$ cat src/design/audio_clk_defines.vh
// constants for the serial clock configuration and monitor block
// assumes a byte-wide control port with 8-bit register offsets
`ifndef AUDIO_CLK_DEFINES_VH
`define AUDIO_CLK_DEFINES_VH

// register offsets on the control port
`define ADDR_MASTER_MODE     8'h13
`define ADDR_RATE_RATIO      8'h14
`define ADDR_MONITOR_STATUS  8'h15
`define ADDR_CLOCK_SOURCE    8'h16

// reset values
`define RST_MASTER_MODE      8'h02
`define RST_RATE_RATIO       8'h48
`define RST_MONITOR_STATUS   8'hFF
`define RST_CLOCK_SOURCE     8'h10

// master_mode_config fields
`define ROLE_BIT             7
`define AUTO_OFF_BIT         6
`define PLL_OFF_BIT          5
`define GATE_BIT             4
`define FAMILY_BIT           3
// audio_clock_source_config fields
`define ROOT_SRC_BIT         7
`define FREQ_MODE_BIT        6
`define CLOCK_SOURCE_WR_MASK 8'hF8

// codes
`define RATE_CODE_MAX        4'h8
`define INVALID_CODE         4'hF

// rate families, lowest member in Hz
`define BASE_48K_HZ          20'h0_1F40
`define BASE_44K_HZ          20'h0_1CB6

// monitor timing
`define CLK_HZ_DEFAULT       20000000
`define FRAME_TIMEOUT_NS     300000
`define PERIOD_TOL_SHIFT     5

`endif

$ cat src/design/pin_sync.v
// three-stage synchroniser with agreement filter and edge pulses
// assumes pin is asynchronous to clk
module pin_sync
(
  input  wire clk,
  input  wire arst_n,
  input  wire pin,
  output reg  level,
  output reg  rise,
  output reg  fall
);

  reg s1_reg;
  reg s2_reg;
  reg s3_reg;

  // s1 feeds s2 only; a change counts once s2 and s3 agree
  always @(posedge clk or negedge arst_n)
  begin
    if (!arst_n)
    begin
      s1_reg <= 1'b0;
      s2_reg <= 1'b0;
      s3_reg <= 1'b0;
      level  <= 1'b0;
      rise   <= 1'b0;
      fall   <= 1'b0;
    end
    else
    begin
      s1_reg <= pin;
      s2_reg <= s1_reg;
      s3_reg <= s2_reg;
      rise   <= (s2_reg == s3_reg) && s3_reg && !level;
      fall   <= (s2_reg == s3_reg) && !s3_reg && level;
      if (s2_reg == s3_reg)
        level <= s3_reg;
    end
  end

endmodule // pin_sync

$ cat src/design/bit_clock_nco.v
// phase accumulator giving toggle ticks at step per second of clk
// assumes clk runs at CLK_HZ; steps at or above CLK_HZ tick every cycle
`include "audio_clk_defines.vh"

module bit_clock_nco
#(
  parameter CLK_HZ = `CLK_HZ_DEFAULT,
  parameter STEP_W = 34
)
(
  input  wire              clk,
  input  wire              arst_n,
  input  wire              enable,
  input  wire [STEP_W-1:0] step,
  output reg               tick
);

  localparam [STEP_W-1:0] MODULUS = CLK_HZ;

  reg  [STEP_W-1:0] acc_reg;
  wire [STEP_W:0]   sum = {1'b0, acc_reg} + {1'b0, step};

  // average rate exact, jitter of one clk is the price
  always @(posedge clk or negedge arst_n)
  begin
    if (!arst_n)
    begin
      acc_reg <= {STEP_W{1'b0}};
      tick    <= 1'b0;
    end
    else if (!enable)
    begin
      acc_reg <= {STEP_W{1'b0}};
      tick    <= 1'b0;
    end
    else if (step >= MODULUS)
    begin
      acc_reg <= {STEP_W{1'b0}};
      tick    <= 1'b1;
    end
    else if (sum >= {1'b0, MODULUS})
    begin
      acc_reg <= sum[STEP_W-1:0] - MODULUS;
      tick    <= 1'b1;
    end
    else
    begin
      acc_reg <= sum[STEP_W-1:0];
      tick    <= 1'b0;
    end
  end

endmodule // bit_clock_nco

$ cat src/design/audio_serial_clock_config_monitor.v
// serial audio clock configuration, generation and monitor
// assumes a synchronous byte register port; bit clock and frame sync pins
// are two-way and resolved outside from the enables
//
// Overview of operation
// - rate field codes 0..8 pick 8 to 768 kHz, 9..15 reserved, reset 4
// - programmed rate and ratio ignored in slave automatic configuration
// - ratio codes 0..12 give 16..2048 bits, 14 gives 144, reset 8
// - measured frame rate reported as rate code, 15 invalid, reset 15
// - measured bits per frame reported as ratio code, 15 invalid
// - slave auto without pll: root is bit clock at 0, master clock at 1
// - master clock mode in automatic configuration: 0 fixed frequency field, 1 ratio of frame rate; fixed when automatic is off
// - master clock ratio codes 0..7 give 64..2304, reset code 2
// - monitor status is read-only and resets to all ones
// - family bit picks 48 kHz or 44.1 kHz multiples in master mode
// - role 0 other party drives clocks, role 1 device drives both
// - pll-off bit disables the pll within automatic configuration
// - fixed select picks one of eight master clock inputs 12 to 24.576 MHz
`include "audio_clk_defines.vh"

module audio_serial_clock_config_monitor
#(
  parameter CLK_HZ         = `CLK_HZ_DEFAULT,
  parameter TIMEOUT_CYCLES = `FRAME_TIMEOUT_NS / (1000000000 / `CLK_HZ_DEFAULT)
)
(
  input  wire        clk,
  input  wire        arst_n,
  input  wire [7:0]  reg_addr,
  input  wire [7:0]  reg_wdata,
  input  wire        reg_wr,
  input  wire        reg_rd,
  output reg  [7:0]  reg_rdata,
  input  wire        bit_clock_in,
  output reg         bit_clock_out,
  output reg         bit_clock_oe,
  input  wire        frame_sync_in,
  output reg         frame_sync_out,
  output reg         frame_sync_oe,
  output reg  [3:0]  active_rate_code,
  output reg  [3:0]  active_ratio_code,
  output reg         root_from_master_clock,
  output reg         pll_enabled,
  output reg         master_clock_by_ratio,
  output reg  [14:0] master_clock_fixed_khz,
  output reg  [11:0] master_clock_ratio
);

  // rate code to multiple of the family base
  function [7:0] rate_mult;
    input [3:0] code;
    begin
      case (code)
        4'h0:    rate_mult = 8'h01;
        4'h1:    rate_mult = 8'h02;
        4'h2:    rate_mult = 8'h03;
        4'h3:    rate_mult = 8'h04;
        4'h4:    rate_mult = 8'h06;
        4'h5:    rate_mult = 8'h0C;
        4'h6:    rate_mult = 8'h18;
        4'h7:    rate_mult = 8'h30;
        4'h8:    rate_mult = 8'h60;
        default: rate_mult = 8'h00;
      endcase
    end
  endfunction

  // ratio code to bits per frame, zero when reserved
  function [11:0] ratio_bits;
    input [3:0] code;
    begin
      case (code)
        4'h0:    ratio_bits = 12'h010;
        4'h1:    ratio_bits = 12'h018;
        4'h2:    ratio_bits = 12'h020;
        4'h3:    ratio_bits = 12'h030;
        4'h4:    ratio_bits = 12'h040;
        4'h5:    ratio_bits = 12'h060;
        4'h6:    ratio_bits = 12'h080;
        4'h7:    ratio_bits = 12'h0C0;
        4'h8:    ratio_bits = 12'h100;
        4'h9:    ratio_bits = 12'h180;
        4'hA:    ratio_bits = 12'h200;
        4'hB:    ratio_bits = 12'h400;
        4'hC:    ratio_bits = 12'h800;
        4'hE:    ratio_bits = 12'h090;
        default: ratio_bits = 12'h000;
      endcase
    end
  endfunction

  // control registers
  reg [7:0] master_mode_config;
  reg [7:0] master_rate_ratio_config;
  reg [7:0] serial_clock_monitor_status;
  reg [7:0] audio_clock_source_config;

  wire       role_master  = master_mode_config[`ROLE_BIT];
  wire       auto_on      = !master_mode_config[`AUTO_OFF_BIT];
  wire       pll_off      = master_mode_config[`PLL_OFF_BIT];
  wire       out_gate     = master_mode_config[`GATE_BIT];
  wire       family_44k   = master_mode_config[`FAMILY_BIT];
  wire [3:0] prog_rate    = master_rate_ratio_config[7:4];
  wire [3:0] prog_bits    = master_rate_ratio_config[3:0];
  wire       slave_auto   = !role_master && auto_on;

  // register writes; status has no write path
  // status read-only
  always @(posedge clk or negedge arst_n)
  begin
    if (!arst_n)
    begin
      master_mode_config        <= `RST_MASTER_MODE;
      master_rate_ratio_config  <= `RST_RATE_RATIO;
      audio_clock_source_config <= `RST_CLOCK_SOURCE;
    end
    else if (reg_wr)
    begin
      case (reg_addr)
        `ADDR_MASTER_MODE:  master_mode_config <= reg_wdata;
        `ADDR_RATE_RATIO:   master_rate_ratio_config <= reg_wdata;
        `ADDR_CLOCK_SOURCE: audio_clock_source_config <= reg_wdata & `CLOCK_SOURCE_WR_MASK;
        default:            master_mode_config <= master_mode_config;
      endcase
    end
  end

  // read data; unmapped offsets read zero
  always @(posedge clk or negedge arst_n)
  begin
    if (!arst_n)
      reg_rdata <= 8'h00;
    else if (reg_rd)
    begin
      case (reg_addr)
        `ADDR_MASTER_MODE:    reg_rdata <= master_mode_config;
        `ADDR_RATE_RATIO:     reg_rdata <= master_rate_ratio_config;
        `ADDR_MONITOR_STATUS: reg_rdata <= serial_clock_monitor_status;
        `ADDR_CLOCK_SOURCE:   reg_rdata <= audio_clock_source_config;
        default:              reg_rdata <= 8'h00;
      endcase
    end
  end

  // ---- master generation ----
  // rate decode
  wire [7:0]  prog_mult = rate_mult(prog_rate);
  wire [19:0] base_hz   = family_44k ? `BASE_44K_HZ : `BASE_48K_HZ;
  wire [19:0] prog_hz   = base_hz * {12'h000, prog_mult};
  wire [11:0] frame_bits = ratio_bits(prog_bits);
  wire [31:0] bit_hz     = prog_hz * {8'h00, frame_bits};
  reg  [33:0] step_reg;
  reg         gen_en_reg;

  // step is twice the bit rate: one tick per bit clock half
  // generator setup
  always @(posedge clk or negedge arst_n)
  begin
    if (!arst_n)
    begin
      step_reg   <= 34'h0_0000_0000;
      gen_en_reg <= 1'b0;
    end
    else
    begin
      step_reg   <= {1'b0, bit_hz, 1'b0};
      gen_en_reg <= role_master && (prog_rate <= `RATE_CODE_MAX) && (frame_bits != 12'h000);
    end
  end

  wire half_tick;

  bit_clock_nco #(.CLK_HZ(CLK_HZ), .STEP_W(34)) u_nco
  (
    .clk    (clk),
    .arst_n (arst_n),
    .enable (gen_en_reg),
    .step   (step_reg),
    .tick   (half_tick)
  );

  reg        bclk_int_reg;
  reg        frame_sync_int_reg;
  reg [11:0] bit_idx_reg;

  // frame sync high for the first bit, changes on falling bit clock
  // frame and bit clock
  always @(posedge clk or negedge arst_n)
  begin
    if (!arst_n)
    begin
      bclk_int_reg  <= 1'b0;
      frame_sync_int_reg <= 1'b0;
      bit_idx_reg   <= 12'h000;
    end
    else if (!gen_en_reg)
    begin
      bclk_int_reg  <= 1'b0;
      frame_sync_int_reg <= 1'b0;
      bit_idx_reg   <= 12'h000;
    end
    else if (half_tick)
    begin
      bclk_int_reg <= !bclk_int_reg;
      if (bclk_int_reg)
      begin
        if (bit_idx_reg >= frame_bits - 12'h001)
        begin
          bit_idx_reg   <= 12'h000;
          frame_sync_int_reg <= 1'b1;
        end
        else
        begin
          bit_idx_reg   <= bit_idx_reg + 12'h001;
          frame_sync_int_reg <= 1'b0;
        end
      end
    end
  end

  // pin drive; gate holds both low while the enables stay on
  // role selects driver
  always @(posedge clk or negedge arst_n)
  begin
    if (!arst_n)
    begin
      bit_clock_out  <= 1'b0;
      bit_clock_oe   <= 1'b0;
      frame_sync_out <= 1'b0;
      frame_sync_oe  <= 1'b0;
    end
    else
    begin
      bit_clock_out  <= bclk_int_reg && !out_gate;
      frame_sync_out <= frame_sync_int_reg && !out_gate;
      bit_clock_oe   <= role_master;
      frame_sync_oe  <= role_master;
    end
  end

  // ---- monitor ----
  wire bclk_rise;
  wire frame_sync_rise;

  pin_sync u_bclk_sync
  (
    .clk    (clk),
    .arst_n (arst_n),
    .pin    (bit_clock_in),
    .level  (),
    .rise   (bclk_rise),
    .fall   ()
  );

  pin_sync u_frame_sync_sync
  (
    .clk    (clk),
    .arst_n (arst_n),
    .pin    (frame_sync_in),
    .level  (),
    .rise   (frame_sync_rise),
    .fall   ()
  );

  reg [15:0] period_cnt_reg;
  reg [11:0] bits_cnt_reg;
  reg        seen_frame_reg;
  reg [3:0]  det_rate;
  reg [3:0]  det_ratio;
  integer    i;
  integer    p48;
  integer    p44;
  integer    per;

  // nearest code within 1/32 of nominal period, else invalid
  // rate classification
  always @*
  begin
    det_rate  = `INVALID_CODE;
    det_ratio = `INVALID_CODE;
    per       = period_cnt_reg;
    p48       = 0;
    p44       = 0;
    for (i = 0; i <= 8; i = i + 1)
    begin
      p48 = CLK_HZ / (`BASE_48K_HZ * rate_mult(i[3:0]));
      p44 = CLK_HZ / (`BASE_44K_HZ * rate_mult(i[3:0]));
      if ((per > p48 - (p48 >> `PERIOD_TOL_SHIFT)) && (per < p48 + (p48 >> `PERIOD_TOL_SHIFT)))
        det_rate = i[3:0];
      if ((per > p44 - (p44 >> `PERIOD_TOL_SHIFT)) && (per < p44 + (p44 >> `PERIOD_TOL_SHIFT)))
        det_rate = i[3:0];
    end
    for (i = 0; i <= 14; i = i + 1)
    begin
      if ((ratio_bits(i[3:0]) != 12'h000) && (ratio_bits(i[3:0]) == bits_cnt_reg))
        det_ratio = i[3:0];
    end
  end

  // counts span one frame; a silent bus times out to invalid
  // rate status update
  always @(posedge clk or negedge arst_n)
  begin
    if (!arst_n)
    begin
      period_cnt_reg              <= 16'h0000;
      bits_cnt_reg                <= 12'h000;
      seen_frame_reg              <= 1'b0;
      serial_clock_monitor_status <= `RST_MONITOR_STATUS;
    end
    else if (frame_sync_rise)
    begin
      period_cnt_reg <= 16'h0001;
      bits_cnt_reg   <= bclk_rise ? 12'h001 : 12'h000;
      seen_frame_reg <= 1'b1;
      if (seen_frame_reg)
        serial_clock_monitor_status <= {det_rate, det_ratio};
    end
    else if (period_cnt_reg >= TIMEOUT_CYCLES[15:0])
    begin
      seen_frame_reg              <= 1'b0;
      serial_clock_monitor_status <= `RST_MONITOR_STATUS;
    end
    else
    begin
      period_cnt_reg <= period_cnt_reg + 16'h0001;
      if (bclk_rise && (bits_cnt_reg != 12'hFFF))
        bits_cnt_reg <= bits_cnt_reg + 12'h001;
    end
  end

  // effective clock tree settings
  // slave auto uses detected
  always @(posedge clk or negedge arst_n)
  begin
    if (!arst_n)
    begin
      active_rate_code       <= 4'h4;
      active_ratio_code      <= 4'h8;
      root_from_master_clock <= 1'b0;
      pll_enabled            <= 1'b1;
      master_clock_by_ratio  <= 1'b0;
      master_clock_fixed_khz <= 15'h32C8;
      master_clock_ratio     <= 12'h180;
    end
    else
    begin
      active_rate_code       <= slave_auto ? serial_clock_monitor_status[7:4] : prog_rate;
      active_ratio_code      <= slave_auto ? serial_clock_monitor_status[3:0] : prog_bits;
      root_from_master_clock <= slave_auto && pll_off && audio_clock_source_config[`ROOT_SRC_BIT];
      pll_enabled            <= !(auto_on && pll_off);
      master_clock_by_ratio  <= auto_on && audio_clock_source_config[`FREQ_MODE_BIT];
      case (master_mode_config[2:0])
        3'h0:    master_clock_fixed_khz <= 15'h2EE0;
        3'h1:    master_clock_fixed_khz <= 15'h3000;
        3'h2:    master_clock_fixed_khz <= 15'h32C8;
        3'h3:    master_clock_fixed_khz <= 15'h3E80;
        3'h4:    master_clock_fixed_khz <= 15'h4B00;
        3'h5:    master_clock_fixed_khz <= 15'h4CE0;
        3'h6:    master_clock_fixed_khz <= 15'h5DC0;
        default: master_clock_fixed_khz <= 15'h6000;
      endcase
      case (audio_clock_source_config[5:3])
        3'h0:    master_clock_ratio <= 12'h040;
        3'h1:    master_clock_ratio <= 12'h100;
        3'h2:    master_clock_ratio <= 12'h180;
        3'h3:    master_clock_ratio <= 12'h200;
        3'h4:    master_clock_ratio <= 12'h300;
        3'h5:    master_clock_ratio <= 12'h400;
        3'h6:    master_clock_ratio <= 12'h600;
        default: master_clock_ratio <= 12'h900;
      endcase
    end
  end

endmodule // audio_serial_clock_config_monitor

$ cat config.mk
export PLATFORM = sky130hd
export DESIGN_NAME = audio_serial_clock_config_monitor
export DESIGN_NICKNAME = d
export VERILOG_FILES = /design/src/design/pin_sync.v /design/src/design/bit_clock_nco.v /design/src/design/audio_serial_clock_config_monitor.v
export VERILOG_INCLUDE_DIRS = /design/src /design/src/design
export SDC_FILE = /design/constraint.sdc
export NUM_CORES = 1
export LEC_CHECK = 0
export BUFFER_PORTS_ARGS = -buffer_cell sky130_fd_sc_hd__buf_2
export CORE_UTILIZATION = 24
export CTS_BUF_LIST = sky130_fd_sc_hd__clkbuf_8 sky130_fd_sc_hd__clkbuf_16
export DETAILED_ROUTE_END_ITERATION = 12
export SYNTH_ARGS = -nofsm -noshare
export SYNTH_HDL_FRONTEND = slang
export SYNTH_SLANG_ARGS = --single-unit
$ cat constraint.sdc
create_clock -name clk -period 9.5 [get_ports clk]
set_input_delay 1.9 -clock clk [delete_from_list [all_inputs] [get_ports clk]]
set_output_delay 1.9 -clock clk [all_outputs]
set_load 0.05 [all_outputs]
==> reports/results.ini <==
[cells_and_area]
fillCellCount = 7988
final_layout_size_suffix_gt1_frac = 0.138
diodes = 0
nets = 2422
layout-area-overhead-vs-synth_pct = 13.5
largest_reg_flops = 29
instances_no_fill = 3062

[clock_tree]
holdBufCountCts = 0
clkTransAtPathRegs_ns = 0.08
cts.sinks = 180
clockBufferDepth = 2
cts_root_buffer = clkbuf_16
cts_tree = built
cts_made_buffers = 17
worstSkewPairLatency_ns = 0.46
h-tree-depth = 4

[yosys]
async_flop_share = 1.00
ys_ff_latch = 180
yosysSeqAreaShare = 0.250
synth_cell_types = 84
yosysWarnings = 0
synth_area_leaders = dfrtp_1 (22%), fa_1 (17%), ha_1 (11%)
yosysTopAreaCell = dfrtp_1
synth_edf_count = 0
syn_inst = 2008
synth_top_cell_area_share = 0.217
avgSynthCellArea_um2 = 9.02
synthFlopType = dfrtp_1
synthTopCellsByCount = inv_1 (214), nor2_1 (214), nand2_1 (181)
synth_area_um2 = 18100

[floorplan]
die_w_um = 277
rows = 100
dieArea_um2 = 76500
die_h_um = 277
io_pins = 72
coreArea_um2 = 74600
start_util = 0.243

[sta]
maxSlewHeadroom = 0.315
finalHoldViolCount = 0
finClkSkew_ns = 0.0205
grt_setup_unrepaired = true
worst_pin_slew_ns = 1.03
fin_setup_tns_ns = 0
final-setup-viol-count = 0
slew_viol_final = 0
fmax_mhz = 110
fin_crit_ns = 9.09
min_period_over_period = 0.957

[routing]
first_pass_iters = 5
ant_nets = 0
via_count = 14100
drt-initial-drc-count = 961
drc = 0
detail_route.vias_per_cell = 4.60
wire_per_inst_um = 14.7
drt-total-wl_um = 44900

[outcome]
outcome = finished, final reports clean

[worst_setup_path]
arrival_ns = 9.41
critPathTopFamily = adder cells
path_class = register to register
cp-end-kind = register
cp.required_ns = 9.82
cp_slowest_stage_delay_ns = 0.58
path_buf_inv = 8
path_max_fanout = 5
worstSetupStartpointType = register
crit_slowest_cell = dfstp_2

[global_route]
antenna_found_initial = 0
grt_pass1_vias = 14200
overflow = 0
grt_usage = 0.118
grt_pass1_wl_um = 74000
grt_max_degree = 114

[power]
leakagePower_uw = 0.00993
p_per_area_nw_per_um2 = 144
max-vdd-ir-drop_v = 0.000126

[run]
max-cap-violations = 0

[place]
globalplace.congestion = 0.860
dp_cells = 3027
io_buffers = 61
dp_hpwl_um = 35200

[min_path]
hold_class = register to register

[layout make-up]
class | instances | area [µm²] | area share
Clock buffer | 18 | 439 | 0.0214
Clock inverter | 14 | 140 | 0.00682
Inverter | 214 | 803 | 0.0391
Multi-Input combinational cell | 1525 | 12500 | 0.608
Sequential cell | 180 | 4530 | 0.221
Tap cell | 969 | 1210 | 0.0590
Timing Repair Buffer | 142 | 926 | 0.0451
[what timing repair did]
item,4_1_cts,5_1_grt
gates resized for setup,5,25
pin swaps,0,10
buffers inserted,0,3
setup endpoints to repair,1,6
[power by group]
group | total (µW) | switching (µW) | internal, µW
registers | 919 | 87.8 | 831
logic | 1340 | 808 | 531
clock network | 698 | 343 | 355
[metal layers]
layer,global-route usage,vias up,part of all wire
li1,-,6900,-
met1,0.158,6875,0.47
met2,0.199,266,0.48
met3,0.0167,39,0.036
met4,0.0323,0,0.015
met5,0,-,0
[cell usage in the layout, fill, tap and decap left out, drive strengths merged, types with 41 or more instances in the layout]
master,count
a21oi,92
buf,141
fa,155
xnor2,73
ha,165
o21ai,86
nor2,215
nand2,181
dfrtp,157
inv,221
nor3,41
xor2,46
[stage by stage]
| step | utilization | total power (µW) | hold slack (ns) | setup WS (ns) | cell area, µm² |
|---|---|---|---|---|---|
| after floorplan | - | 1870 | 0.331 | 0.0348 | 18100 |
| after global placement | 0.266 | 2250 | 0.335 | 0.0693 | 19800 |
| after detailed placement | 0.266 | 2250 | 0.338 | -0.0738 | 19800 |
| after CTS | 0.274 | 2970 | 0.356 | 0.00542 | 20400 |
| after global routing | 0.275 | 3190 | 0.358 | -0.0490 | 20500 |
| final | 0.275 | 2960 | 0.353 | 0.406 | 20500 |
[cell families (layout without fill, tap and decap cells)]
logic type | after synthesis | in the layout | share of synthesized area
simple gates | 668 | 668 | 0.174
compound gates | 363 | 363 | 0.137
fa+ha+maj | 320 | 320 | 0.285
buf+inv | 312 | 388 | 0.0688
flops | 180 | 180 | 0.250
xor+xnor | 119 | 119 | 0.0576
mux | 44 | 44 | 0.0265
other cells | 2 | 11 | 0.000415
[path summary, 6_finish.rpt]
| kind | startpoint | end | slack (ns) | cells past startpoint |
|---|---|---|---|---|
| hold reg to reg | u_frame_sync_sync.s1_reg | u_frame_sync_sync.s2_reg | 0.35 | 0 |
| hold / removal | u_frame_sync_sync.s1_reg | u_frame_sync_sync.s2_reg | 0.35 | 0 |
| min in group asynchronous | arst_n | master_clock_ratio[10] | 1.52 | 1 |
| setup / recovery | master_rate_ratio_config[6] | step_reg[31] | 0.41 | 38 |
| setup reg to reg | master_rate_ratio_config[6] | step_reg[31] | 0.41 | 38 |
| max in group asynchronous | arst_n | step_reg[21] | 6.44 | 2 |
Note: power is estimated with default switching activity, not from simulation.
